**config.mk**
```make
export PLATFORM = sky130hd
export DESIGN_NAME = wdei_unit
export DESIGN_NICKNAME = d
export VERILOG_FILES = /design/src/logic/wdei_line_mon.v /design/src/logic/wdei_unit.v
export VERILOG_INCLUDE_DIRS = /design/src /design/src/logic
export SDC_FILE = /design/constraint.sdc
export NUM_CORES = 1
export LEC_CHECK = 0
export BUFFER_PORTS_ARGS = -buffer_cell sky130_fd_sc_hd__buf_2
export CAP_MARGIN = 20
export CORE_MARGIN = 2
export CORE_UTILIZATION = 35
export CTS_BUF_LIST = sky130_fd_sc_hd__clkbuf_4 sky130_fd_sc_hd__clkbuf_8
export DETAILED_ROUTE_END_ITERATION = 10
export PLACE_DENSITY_LB_ADDON = 0.08
export SLEW_MARGIN = 15
export SYNTH_ARGS = -nofsm -noshare
export SYNTH_HDL_FRONTEND = slang
export SYNTH_SLANG_ARGS = --single-unit
```
**constraint.sdc**
```tcl
create_clock -name clk -period 3.8 [get_ports clk]
set_input_delay 0.19 -clock clk [delete_from_list [all_inputs] [get_ports clk]]
set_output_delay 0.19 -clock clk [all_outputs]
set_load 0.01 [all_outputs]
```
**src/logic/wdei_regs.vh**
```
// constants for the watchdog and edge interrupt unit
`ifndef WDEI_REGS_VH
`define WDEI_REGS_VH
`define WDEI_CLK_MHZ        100
`define WDEI_WIN_LO_MS      900
`define WDEI_WIN_HI_MS      1100
`define WDEI_PERIOD_MS      1000
`define WDEI_OPEN_MS        100
`define WDEI_BLANK_LONG_US  32000
`define WDEI_BLANK_SHORT_US 320
`define WDEI_MS_CYC(ms)     ((ms) * 1000 * `WDEI_CLK_MHZ)
`define WDEI_US_CYC(us)     ((us) * `WDEI_CLK_MHZ)
`define WDEI_CW             28
`define WDEI_BW             22
`define WDEI_LINES          8
`define WDEI_CHW            8
`define WDEI_MODE_WINDOW    1'b0
`define WDEI_MODE_PERIODIC  1'b1
`endif

```
**src/logic/wdei_line_mon.v**
```verilog
// one monitored line: direction select, edge detect and blanking timer
`timescale 1ns/1ns
`include "wdei_regs.vh"
module wdei_line_mon #(
  parameter [`WDEI_BW-1:0] BLANK_LONG  = 22'h30D400,
  parameter [`WDEI_BW-1:0] BLANK_SHORT = 22'h007D00
) (
  // clock and reset
  input  wire clk,
  input  wire rst_b,
  // control
  input  wire rise_sel,
  input  wire blank_long,
  // line and event
  input  wire line_in,
  output reg  hit
);
  reg                 line_q;
  reg                 primed;
  reg [`WDEI_BW-1:0]  blank_cnt;
  wire edge_ok = rise_sel ? (line_in & ~line_q) : (~line_in & line_q);
  // first cycle after reset only loads the line, so a line already high is no edge
  wire fire    = primed && edge_ok && (blank_cnt == {`WDEI_BW{1'b0}});

  always @(posedge clk or negedge rst_b) begin
    if (!rst_b) begin
      line_q    <= 1'b0;
      primed    <= 1'b0;
      blank_cnt <= {`WDEI_BW{1'b0}};
      hit       <= 1'b0;
    end else begin
      line_q <= line_in;
      primed <= 1'b1;
      hit    <= fire;
      if (fire)
        blank_cnt <= blank_long ? BLANK_LONG : BLANK_SHORT;
      else if (blank_cnt != {`WDEI_BW{1'b0}})
        blank_cnt <= blank_cnt - 1'b1;
    end
  end
endmodule // wdei_line_mon

```
**src/logic/wdei_unit.v**
```verilog
// watchdog and edge interrupt unit top
// Contract
// - alarm when output transfer misses its time; periodic mode alarms on a transfer outside the window but not on a missing one
// - window mode: transfer only 900-1100 ms apart
// - periodic mode: request every one second
// - periodic mode: transfer within 100 ms
// - alarm opens relay contacts, else closed
// - four line pairs raise request on edge
// - software sets and device applies direction
// - blank further edges after a request
// - blanking 32 ms or 320 us by strap
// - even channel watchdog, odd channel interrupts
// - single function takes any channel
// - one shared request line for both
`timescale 1ns/1ns
`include "wdei_regs.vh"
module wdei_unit #(
  parameter [`WDEI_CW-1:0] WIN_LO  = `WDEI_MS_CYC(`WDEI_WIN_LO_MS),
  parameter [`WDEI_CW-1:0] WIN_HI  = `WDEI_MS_CYC(`WDEI_WIN_HI_MS),
  parameter [`WDEI_CW-1:0] PERIOD  = `WDEI_MS_CYC(`WDEI_PERIOD_MS),
  parameter [`WDEI_CW-1:0] OPEN_W  = `WDEI_MS_CYC(`WDEI_OPEN_MS),
  parameter [`WDEI_BW-1:0] BLANK_L = `WDEI_US_CYC(`WDEI_BLANK_LONG_US),
  parameter [`WDEI_BW-1:0] BLANK_S = `WDEI_US_CYC(`WDEI_BLANK_SHORT_US)
) (
  // clock and reset
  input  wire                 clk,
  input  wire                 rst_b,
  // channel configuration straps
  input  wire [`WDEI_CHW-1:0] base_chan,
  input  wire                 wd_fitted,
  input  wire                 ei_fitted,
  input  wire                 blank_long,
  // peripheral bus transfer
  input  wire                 out_strobe,
  input  wire [`WDEI_CHW-1:0] out_chan,
  input  wire [`WDEI_LINES-1:0] out_data,
  input  wire                 ack_req,
  // watchdog control
  input  wire                 wd_mode,
  input  wire                 alarm_clear,
  // external lines
  input  wire [`WDEI_LINES-1:0] line_in,
  // outputs
  output reg                  request,
  output reg                  wd_req_pend,
  output reg  [`WDEI_LINES-1:0] ei_pend,
  output reg  [`WDEI_LINES-1:0] edge_dir,
  output reg                  alarm,
  output reg                  relay_closed
);
  reg  [`WDEI_CW-1:0]    wd_cnt;
  reg                    armed;
  // next values of the state above and of the output flops
  reg  [`WDEI_CW-1:0]    next_wd_cnt;
  reg                    next_armed;
  reg                    next_alarm;
  reg                    next_wd_req_pend;
  reg  [`WDEI_LINES-1:0] next_ei_pend;
  reg  [`WDEI_LINES-1:0] next_edge_dir;
  wire [`WDEI_LINES-1:0] hit;
  wire [`WDEI_LINES-1:0] ei_hit;

  // channel decode
  wire [`WDEI_CHW-1:0]   even_chan = {base_chan[`WDEI_CHW-1:1], 1'b0};
  wire [`WDEI_CHW-1:0]   odd_chan  = {base_chan[`WDEI_CHW-1:1], 1'b1};
  // both fitted: even number is watchdog, odd is interrupts; else any number
  wire both   = wd_fitted & ei_fitted;
  wire wd_sel = wd_fitted &&
                (both ? (out_chan == even_chan) : (out_chan == base_chan));
  wire ei_sel = ei_fitted &&
                (both ? (out_chan == odd_chan) : (out_chan == base_chan));
  wire kick   = out_strobe & wd_sel;
  wire dir_wr = out_strobe & ei_sel;

  // window mode: early transfer, or none by the upper bound
  // limitation: past the upper bound the alarm re-latches every cycle
  // until a transfer restarts the timing
  wire early   = kick && (wd_cnt < WIN_LO);
  wire late    = (wd_cnt >= WIN_HI);
  wire win_bad = armed && (early || late);

  // periodic mode: the count restarts each period and a tick opens the window
  // a count left high by a mode change ticks at once instead of wrapping
  wire tick     = (wd_cnt >= PERIOD - 1'b1);
  wire in_open  = armed && (wd_cnt < OPEN_W);
  wire per_bad  = kick && !in_open;
  wire tick_req = wd_fitted && (wd_mode == `WDEI_MODE_PERIODIC) && tick;

  // any violation of the selected mode
  wire viol    = wd_fitted && ((wd_mode == `WDEI_MODE_WINDOW) ? win_bad : per_bad);

  // only a fitted interrupt section may raise line requests
  assign ei_hit = hit & {`WDEI_LINES{ei_fitted}};

  // one monitor per line: direction, edge detect and blanking
  genvar i;
  generate
    for (i = 0; i < `WDEI_LINES; i = i + 1) begin : g_line
      wdei_line_mon #(.BLANK_LONG(BLANK_L), .BLANK_SHORT(BLANK_S)) u_mon (
        .clk        (clk),
        .rst_b      (rst_b),
        .rise_sel   (edge_dir[i]),
        .blank_long (blank_long),
        .line_in    (line_in[i]),
        .hit        (hit[i])
      );
    end
  endgenerate

  // watchdog counter and arming
  always @* begin
    next_wd_cnt = wd_cnt;
    next_armed  = armed;
    if (wd_mode == `WDEI_MODE_WINDOW) begin
      if (kick) begin
        next_wd_cnt = {`WDEI_CW{1'b0}};
        next_armed  = 1'b1;
      end else if (!late) begin
        next_wd_cnt = wd_cnt + 1'b1;
      end
    end else begin
      // one transfer per window; a tick in the same cycle still opens the next
      if (kick) begin
        next_armed = 1'b0;
      end
      if (tick) begin
        next_wd_cnt = {`WDEI_CW{1'b0}};
        next_armed  = 1'b1;
      end else begin
        next_wd_cnt = wd_cnt + 1'b1;
      end
    end
  end

  // alarm latches on a violation; a violation wins over a clear
  always @* begin
    next_alarm = alarm;
    if (viol) begin
      next_alarm = 1'b1;
    end else if (alarm_clear) begin
      next_alarm = 1'b0;
    end
  end

  // periodic tick request; a tick wins over an acknowledge
  always @* begin
    next_wd_req_pend = wd_req_pend;
    if (tick_req) begin
      next_wd_req_pend = 1'b1;
    end else if (ack_req) begin
      next_wd_req_pend = 1'b0;
    end
  end

  // line requests stay until acknowledged; a new hit wins over the acknowledge
  always @* begin
    next_ei_pend = ei_pend & {`WDEI_LINES{~ack_req}};
    next_ei_pend = next_ei_pend | ei_hit;
  end

  // direction byte comes from a transfer on the interrupt channel
  always @* begin
    next_edge_dir = edge_dir;
    if (dir_wr) begin
      next_edge_dir = out_data;
    end
  end

  // watchdog timing registers
  always @(posedge clk or negedge rst_b) begin
    if (!rst_b) begin
      wd_cnt <= {`WDEI_CW{1'b0}};
      armed  <= 1'b0;
    end else begin
      wd_cnt <= next_wd_cnt;
      armed  <= next_armed;
    end
  end

  // alarm and relay move on the same edge, so the relay never lags the alarm
  always @(posedge clk or negedge rst_b) begin
    if (!rst_b) begin
      alarm        <= 1'b0;
      relay_closed <= 1'b1;
    end else begin
      alarm        <= next_alarm;
      relay_closed <= ~next_alarm;
    end
  end

  // watchdog tick pending
  always @(posedge clk or negedge rst_b) begin
    if (!rst_b) begin
      wd_req_pend <= 1'b0;
    end else begin
      wd_req_pend <= next_wd_req_pend;
    end
  end

  // line pending bits and the shared request line
  always @(posedge clk or negedge rst_b) begin
    if (!rst_b) begin
      ei_pend <= {`WDEI_LINES{1'b0}};
      request <= 1'b0;
    end else begin
      ei_pend <= next_ei_pend;
      request <= next_wd_req_pend | (|next_ei_pend);
    end
  end

  // edge direction register; all lines start on rising edges
  always @(posedge clk or negedge rst_b) begin
    if (!rst_b) begin
      edge_dir <= {`WDEI_LINES{1'b1}};
    end else begin
      edge_dir <= next_edge_dir;
    end
  end
endmodule // wdei_unit

```
* Word-level counts from Yosys, hierarchy flattened
Index checks and enable logic that the tools add are counted.
** Word-level totals
- Output and inout port bits :: 20
- Register bits after elaboration :: 242
- Bits of input ports :: 41
** Operators by class
- Equal/unequal tests :: 4
- $add $sub $neg :: 9
- Reduce and logical (&&, ||, !) cells :: 55
- $lt $le $gt $ge :: 4
- Multiplexer cells :: 40
- Bitwise gates (word level) :: 41
** Operators with widths (count)
- $mux W22 :: 17
- $logic_not A22 Y1 :: 8
- $reduce_bool A22 Y1 :: 8
- $sub A22 B1 Y22 const B :: 8
- $mux W28 :: 4
- $ge A28 B27 Y1 const B :: 2
- $add A28 B1 Y28 const B :: 1
- $lt A28 B24 Y1 const B :: 1
- $lt A28 B27 Y1 const B :: 1
- $logic_and A1 B1 Y1 :: 25
- $eq A8 B8 Y1 :: 3
- $reduce_bool A2 Y1 :: 10
- $and A1 B1 Y1 :: 19
- $mux W1 :: 19
- $not A1 Y1 :: 18
- $and A8 B8 Y8 :: 2
- $or A8 B8 Y8 :: 1
- $reduce_or A8 Y1 :: 1
- $ne A3 B3 Y1 const B :: 1
- $reduce_and A2 Y1 :: 1
- $logic_not A1 Y1 :: 1
- $logic_or A1 B1 Y1 :: 1
- $or A1 B1 Y1 :: 1

* Logic depth before layout (Yosys ltp)
Gate-level depths: netlist of the first run.
- Depth in word-level cells :: 11
- Mapped depth :: 9

* By module
A second synthesis of the first run with hierarchy kept.
** Unflattened totals
- Cell total of the unflattened synthesis :: 1238
- Area, all modules :: 12824.8 µm²
** Modules (own cells, without submodules)
- wdei_line_mon :: instances 8, area an instance 1260.0 µm², cells an instance 120, sequential area each 625.6 µm²
- wdei_unit :: instances 1, area an instance 2745.1 µm², cells an instance 278, sequential area each 1237.4 µm²

* Least setup slack after synthesis of the first run
OpenSTA, ideal clock, no wires.
- Kind :: flip-flop to flip-flop
- Start point :: register g_line[4].u_mon.blank_cnt[17]
- End point :: register g_line[4].u_mon.blank_cnt[0]
- Setup time :: 77 ps
- Slack :: 1395 ps
- Required time :: 3723 ps
- Clock period less this slack :: 2405 ps
- Cell stages (with the launch flop) :: 7
- Arrival :: 2329 ps
- Buffers on the path :: 1
- Cell sequence :: dfrtp_1 -> or4_1 -> or3_2 -> or3_1 -> buf_6 -> or4_1 -> o21ai_1
** On the way
- Word-level cells in the longest chain between the ends :: 3
- Elaborated cells between the ends (all ways) :: 5
** RTL lines
- start: declaration :: line wdei_line_mon.v:20 : reg [`WDEI_BW-1:0] blank_cnt;
- start signal: assignment :: line wdei_line_mon.v:29 : blank_cnt <= {`WDEI_BW{1'b0}};
- start signal: assignment :: line wdei_line_mon.v:36 : blank_cnt <= blank_long ? BLANK_LONG : BLANK_SHORT;
- start signal: assignment :: line wdei_line_mon.v:38 : blank_cnt <= blank_cnt - 1'b1;
- $logic_not A22 Y1 :: line wdei_line_mon.v:23 : wire fire = primed && edge_ok && (blank_cnt == {`WDEI_BW{1'b0}});
- $logic_and A1 B1 Y1 :: line wdei_line_mon.v:23
- $mux W22 or $reduce_bool A2 Y1 (tied branches)
Parallel ways exist; a longest one is shown, timed or not.
A chain may end at the register's enable or synchronous reset.

* Worst setup path after layout of the first run
- Start point :: register g_line[4].u_mon.blank_cnt[17]
- End point :: register g_line[4].u_mon.blank_cnt[15]
** On the way
- Word-level cells in the longest chain between the ends :: 3
- Elaborated cells between the ends (all ways) :: 5
** RTL lines (line)
- $logic_not A22 Y1 (*) :: wdei_line_mon.v:23
- $logic_and A1 B1 Y1 (*) :: wdei_line_mon.v:23
- named net g_line[4].u_mon.fire :: wdei_line_mon.v:23
- $mux W22 or $reduce_bool A2 Y1 (tied branches)
The timed path passes the listed nets; every way through them passes the cells marked *.

==> run metrics, run 1 <==
setup repair bufs after CTS=0; PD cells=397 nW/µm²; reg2reg path depth=7; Slew HR=36.3%; Final nets=1385; RePlAce Congestion=0.793; Remaining DRCs=0; WP data arrival=3.15 ns; CTS tree=yes; vias=9207; sequential fraction of the synthesis area=50.5%; Worst Skew=0.0196 ns; Peak VDD IR=250 µV; Root Buffer=clkbuf_8; reg-to-reg endpoint=g_line[4].u_mon.blank_cnt[15]; CP endpoint kind=flip-flop; Fin Setup TNS=0 ns; Die ar.=35800 µm²; WL final=27000 µm; first-pass GRT wire length=46300 µm; starting density of the core=35.6%; Avg Inst Size Synth=9.67 µm²; ant diodes=0; dominant cells by area after synthesis=dfrtp_1, xor2_1, nor2_1; Static Leak=6.15 nW; GRT met3 Usage=3.00%; Max-cap violations=0; Yosys top cell area share=48.5%; final number of max-transition violations=0; gr ovfl total=0; highest clock rate=372 MHz; met1 usage in global routing=22.2%; final std cells w/o fill=1818; DRT antenna net count=0; busiest grt layer=met2; gr usage total=15.7%; IO buf count=60; drt first pass iters=7; synthesized flop and latch total=242; initial DRC count=528; CP startpoint kind=flip-flop; worst hold stages=2; pre-CTS setup slack=1.15 ns; met2 Use GR=24.0%; hold buffers post-CTS=21; Num Clock Sinks=242; Vias/cell=5.06; row count=67; unrepaired setup endpoints after global routing=no; pin count of the biggest net entering global routing=104; Setup-failing EPs final=0; Yosys top cell by area=dfrtp_1; Max FO, Critical Path=6; Cells after DPL=1714; core area=33700 µm²; clock latency on the worst-skew pair=0.56 ns; Worst-path clk slew=0.06 ns; Final Critical Period=2.69 ns; half-perimeter wire length after placement=18300 µm; post_cts resized=0; area growth from synthesis to layout=16.6%; R2R Path Start=g_line[4].u_mon.blank_cnt[17]; Post-Synthesis Cells=1242; H-tree depth=2; initial antenna violation count=0; Hold Crit Endpoint=ei_pend[4]; Synth warnings=0; period utilisation layout=70.8%; worst min-delay path category=in2reg; WS Path Type=reg2reg; Async SR Flop Fraction=100%; die width=189 µm; run status=complete, no violations; worst setup margin=1.11 ns; CTS buffer count=46; critical path required time=4.26 ns; vias in the first global route=9198; flop2flop setup slack=1.11 ns; net count after synthesis=1292; Synth cell types=67; Ports=61; Post-synth top flop=dfrtp_1; Post-synth EDFFs=0; Hold Vio Cnt, Final=0; die height=189 µm; WL/cell=14.9 µm; hold path startpoint=ack_req; share of cells above drive strength 1=13.9%; Worst Max-Slew Pin Slew=0.947 ns; Mapped Area=12000 µm²; Clock Path Buffers=3
==> cell usage after synthesis, types with 4 or more instances <==
| master | instances |
|---|---|
| dfrtp_1 | 233 |
| nor2_1 | 141 |
| nand2_1 | 94 |
| o21ai_0 | 77 |
| nor3_1 | 75 |
| xor2_1 | 70 |
| xnor2_1 | 59 |
| a21oi_1 | 46 |
| nor4_1 | 46 |
| inv_1 | 42 |
| nand3_1 | 39 |
| clkbuf_1 | 33 |
| or3_1 | 27 |
| or4_1 | 21 |
| and3_1 | 20 |
| mux2_2 | 14 |
| nand4_1 | 13 |
| a21o_1 | 11 |
| nor3b_1 | 10 |
| dfstp_2 | 9 |
| ha_1 | 9 |
| a31oi_1 | 8 |
| and2_1 | 8 |
| buf_4 | 8 |
| o211ai_1 | 8 |
| and4_1 | 7 |
| nand3b_1 | 7 |
| o21a_1 | 7 |
| mux2i_1 | 6 |
| o31ai_1 | 6 |
| or2_2 | 6 |
| a211oi_1 | 5 |
| a221oi_1 | 5 |
| and3b_1 | 5 |
| nand4b_1 | 5 |
| o2111ai_1 | 5 |
| nand2b_1 | 4 |
| nor2b_1 | 4 |
| o21ai_1 | 4 |
| o41ai_1 | 4 |
==> logic make-up after synthesis <==
kind of cell / after synthesis / share of synthesized area, %
AND/OR/NAND/NOR: 545 / 23.5
flip-flops: 242 / 50.5
AO/OA/AOI/OAI: 209 / 10.7
XOR/XNOR: 129 / 9.41
buffers and inverters: 87 / 3.06
multiplexers: 20 / 1.81
adder cells (fa/ha/maj): 9 / 0.938
other: 1 / 0.0312
==> layout by cell type (no fill, tap or decap), types with 7 or more instances in the layout <==
master	count
dfrtp_1	233
nor2_1	141
nand2_1	94
o21ai_0	77
nor3_1	75
xor2_1	70
clkbuf_8	63
xnor2_1	59
buf_2	59
nor4_1	46
a21oi_1	46
inv_1	42
nand3_1	39
or3_1	27
or4_1	21
dlygate4sd3_1	21
and3_1	20
clkbuf_4	15
mux2_2	14
nand4_1	13
a21o_1	11
nor3b_1	10
ha_1	9
dfstp_2	9
and2_1	8
o211ai_1	8
a31oi_1	8
o21a_1	7
nand3b_1	7
and4_1	7
==> worst max-delay path, stage by stage, from the launching register on <==
cell and delay [ns]:
dfrtp_1 0.41, or4_1 0.57, or3_2 0.49, nor3_1 0.55, nand2_1 0.18, inv_1 0.13, a211oi_1 0.05, a221oi_1 0.21
==> final cells by class <==
cell class / instances / area, µm²
clock buffer: 78 / 980
clock inverter: 5 / 25.0
fill: 3349 / 19700
inverter: 42 / 158
multi-input combinational: 913 / 5590
sequential: 242 / 6070
tap: 448 / 561
timing repair buffer: 90 / 626
==> report_power, final <==
group | internal (mW) | switching, mW | leakage (nW)
Combinational | 0.0754 | 0.128 | 2.64
Clock | 1.61 | 1.11 | 0.542
Sequential | 2.61 | 0.0263 | 2.96
==> state kept, by name (all words and copies together) (netlist names) <==
name and flops:
wd_cnt 28, g_line.u_mon.blank_cnt 176, g_line.u_mon.hit 8, armed 1, alarm 1, request 1
edge_dir 8, g_line.u_mon.line_q 8, ei_pend 8, g_line.u_mon.primed 1, wd_req_pend 1, relay_closed 1
==> routing by layer <==
layer  vias up  part of all wire [%]
met4         0                   2.7
li1       4621                     -
met5         -                     0
met2       157                    43
met3        50                   4.1
met1      4379                    50
==> worst max-delay path by stage <==
stage / start / to / slack (ns) / depth (start not counted)
floorplan: g_line[4].u_mon.blank_cnt[17] / g_line[4].u_mon.blank_cnt[0] / 1.39 / 6
global placement: g_line[4].u_mon.blank_cnt[17] / g_line[4].u_mon.blank_cnt[15] / 1.25 / 7
detailed placement: g_line[4].u_mon.blank_cnt[17] / g_line[4].u_mon.blank_cnt[15] / 1.15 / 7
CTS: g_line[4].u_mon.blank_cnt[17] / g_line[4].u_mon.blank_cnt[15] / 1.15 / 7
global route: g_line[7].u_mon.blank_cnt[9] / g_line[7].u_mon.blank_cnt[12] / 0.87 / 6
finish: g_line[4].u_mon.blank_cnt[17] / g_line[4].u_mon.blank_cnt[15] / 1.11 / 7
==> per-stage QoR <==
step                cell area, µm²  utilization, %  hold slack, ns  power, mW
floorplan                    12000               -          -0.106       2.75
global placement             12800            37.9           0.300       2.87
detailed placement           12800            37.9           0.295       2.88
CTS                          14000            41.6          0.0201       5.70
global route                 14000            41.6          0.0528       5.84
finish                       14000            41.6          0.0433       5.56
(Power assumes the default switching activity.)
==> run 2: changes to the inputs <==
==> constraint.sdc (replaced) <==
create_clock -name clk -period 2.3 [get_ports clk]
set_input_delay 0.115 -clock clk [delete_from_list [all_inputs] [get_ports clk]]
set_output_delay 0.115 -clock clk [all_outputs]
set_load 0.01 [all_outputs]
==> run metrics, run 2 (synthesized netlist as in run 1, its figures left out) <==
run status=complete, no violations; first-pass GRT wire length=47700 µm (+3.0%); Clock Path Buffers=3 (unchanged); Remaining DRCs=0 (unchanged); worst min-delay path category=in2reg; RePlAce Congestion=0.789 (-0.54%); hold path startpoint=blank_long; Crit path top cell by count=or3_4; PD cells=615 nW/µm² (+55%); Static Leak=6.67 nW (+8.5%); smallest hold slack=0.0299 ns (-0.0135 ns); WL final=28000 µm (+3.6%); Peak VDD IR=342 µV (+37%); die height=189 µm (unchanged); Setup-failing EPs final=0 (unchanged); flop2flop setup slack=0.04 ns (-1.07 ns); Final Critical Period=2.26 ns (-0.425 ns); half-perimeter wire length after placement=19400 µm (+6.3%); Fill cells=3316 (-0.99%); drt first pass iters=6 (-1); reg2reg path depth=5 (-2); Top reg by flops=g_line.u_mon.blank_cnt; share of cells above drive strength 1=21.5% (+7.6 points); reg-to-reg endpoint=g_line[4].u_mon.blank_cnt[0]; CTS tree=yes; largest registers in the final layout=g_line.u_mon.blank_cnt x176, wd_cnt x28; H-tree depth=2 (unchanged); unrepaired setup endpoints after global routing=yes; Die ar.=35800 µm² (unchanged); pin count of the biggest net entering global routing=72 (-31%); commonest non-fill, non-tap cell in the layout=dfrtp_1; ant diodes=0 (unchanged); Ports=61 (unchanged); Slew HR=54.7% (+18 points); critical path required time=2.77 ns (-1.49 ns); highest clock rate=442 MHz (+19%); Worst-path clk slew=0.06 ns (about the same); gr ovfl total=0 (unchanged); vias in the first global route=9621 (+4.6%); Max-cap violations=0 (unchanged); period utilisation layout=98.5% (+28 points); Max FO, Critical Path=7 (+1); die width=189 µm (unchanged); initial antenna violation count=0 (unchanged); Crit-path slowest cell=or4_4; WL/cell=14.6 µm (-1.7%); Vias/cell=5.02 (-0.94%); setup repair bufs after CTS=0 (unchanged); CTS buffer count=46 (unchanged); commonest non-fill, non-tap cells in the layout=dfrtp_1, nor2_1, buf_4, nand2_1, o21ai_0; final number of max-transition violations=0 (unchanged); DRT antenna net count=0 (unchanged); clock latency on the worst-skew pair=0.57 ns (about the same); vias=9617 (+4.5%); CP peak stage delay=0.53 ns (-0.04 ns); Final Util=44.3% (+2.7 points); WS Path Type=reg2reg; IO buf count=60 (unchanged); Hold Crit Endpoint=g_line[0].u_mon.blank_cnt[15]; Worst Skew=0.0147 ns (-0.00485 ns); Largest register FFs=176 (unchanged); R2R Path Start=g_line[4].u_mon.blank_cnt[10]; core area=33700 µm² (unchanged); WP data arrival=2.74 ns (-0.41 ns); Worst Max-Slew Pin Slew=0.675 ns (-0.272 ns); CP startpoint kind=flip-flop; Power, Total=9.18 mW (+65%); worst path cell trace=or4_4 > or3_4 > or3_4 > or4_1 > o21ai_1; row count=67 (unchanged); area growth from synthesis to layout=24.3%; CP endpoint kind=flip-flop; Root Buffer=clkbuf_8; initial DRC count=464 (-12%); worst hold stages=4 (+2); Hold Vio Cnt, Final=0 (unchanged); Num Clock Sinks=242 (unchanged); starting density of the core=35.6% (unchanged); Final nets=1485 (+7.2%); gr usage total=16.2% (+0.53 points)
-- run 2: cell types whose count changed in the layout (fill, tap and decap cells not counted), sizes merged --
| cell | previous run | this run |
|---|---|---|
| dlygate4sd3 | 21 | 22 |
| clkinvlp | 0 | 1 |
| clkbuf | 78 | 77 |
| inv | 42 | 44 |
| buf | 69 | 168 |
| clkinv | 5 | 2 |
-- run 2: how the worst max path moves through the flow --
stage,from,to,cells after the start
after detailed placement,g_line[4].u_mon.blank_cnt[10],g_line[4].u_mon.blank_cnt[15],6
after CTS,g_line[4].u_mon.blank_cnt[10],g_line[4].u_mon.blank_cnt[15],6
after global placement,g_line[4].u_mon.blank_cnt[10],g_line[4].u_mon.blank_cnt[8],6
after floorplan,g_line[4].u_mon.blank_cnt[10],g_line[4].u_mon.blank_cnt[0],7
final,g_line[4].u_mon.blank_cnt[10],g_line[4].u_mon.blank_cnt[0],5
after global routing,g_line[4].u_mon.blank_cnt[3],g_line[4].u_mon.blank_cnt[19],6
-- run 2: final cells by class --
class / instances / area, µm² / area share, %
Sequential cell: 242 / 6070 / 40.7
Multi-Input combinational cell: 913 / 5740 / 38.5
Timing Repair Buffer: 190 / 1400 / 9.41
Clock buffer: 77 / 960 / 6.43
Tap cell: 448 / 561 / 3.76
Inverter: 42 / 158 / 1.06
Clock inverter: 5 / 35.0 / 0.235
-- run 2: power breakdown --
group	leakage [nW]	total, mW	switching (mW)	internal (mW)
Combinational	3.18	0.366	0.221	0.145
Sequential	2.96	4.35	0.0427	4.31
Clock	0.529	4.47	1.84	2.62
-- run 2: worst max-delay path, delay by kind of cell, from the launching register on --
family | cells | cell delay (ns)
AOI/OAI and AO/OA | 1 | 0.09
and+or+nand+nor | 4 | 1.71
DFF | 1 | 0.38
-- run 2: what timing repair did --
item | CTS | global route
endpoints found under the hold margin | 183 | 0
resized for setup | 1 | 30
endpoints found under the setup margin | 6 | 32
hold buffers | 22 | 0
pin swaps | 0 | 1
-- run 2: stage by stage --
stage | std cells | setup TNS (ns) | worst slack (ns) | cell area (µm²)
3_3_place_gp | 1813 | 0 | 0.00896 | 13600
2_1_floorplan | 1242 | -0.135 | -0.105 | 12000
3_5_place_dp | 1813 | -0.0113 | -0.00817 | 13600
5_1_grt | 1917 | -0.152 | -0.0927 | 14900
4_1_cts | 1917 | 0 | 0.0158 | 14800
6_report | 1917 | 0 | 0.0355 | 14900
-- run 2: routing by layer --
| layer | up-vias | global-route usage (%) | wire length (µm) |
|---|---|---|---|
| met2 | 139 | 25.9 | 12600 |
| met4 | 0 | 4.50 | 502 |
| li1 | 4822 | - | - |
| met3 | 40 | 3.26 | 1150 |
| met5 | - | 0 | 0 |
| met1 | 4616 | 22.4 | 13700 |
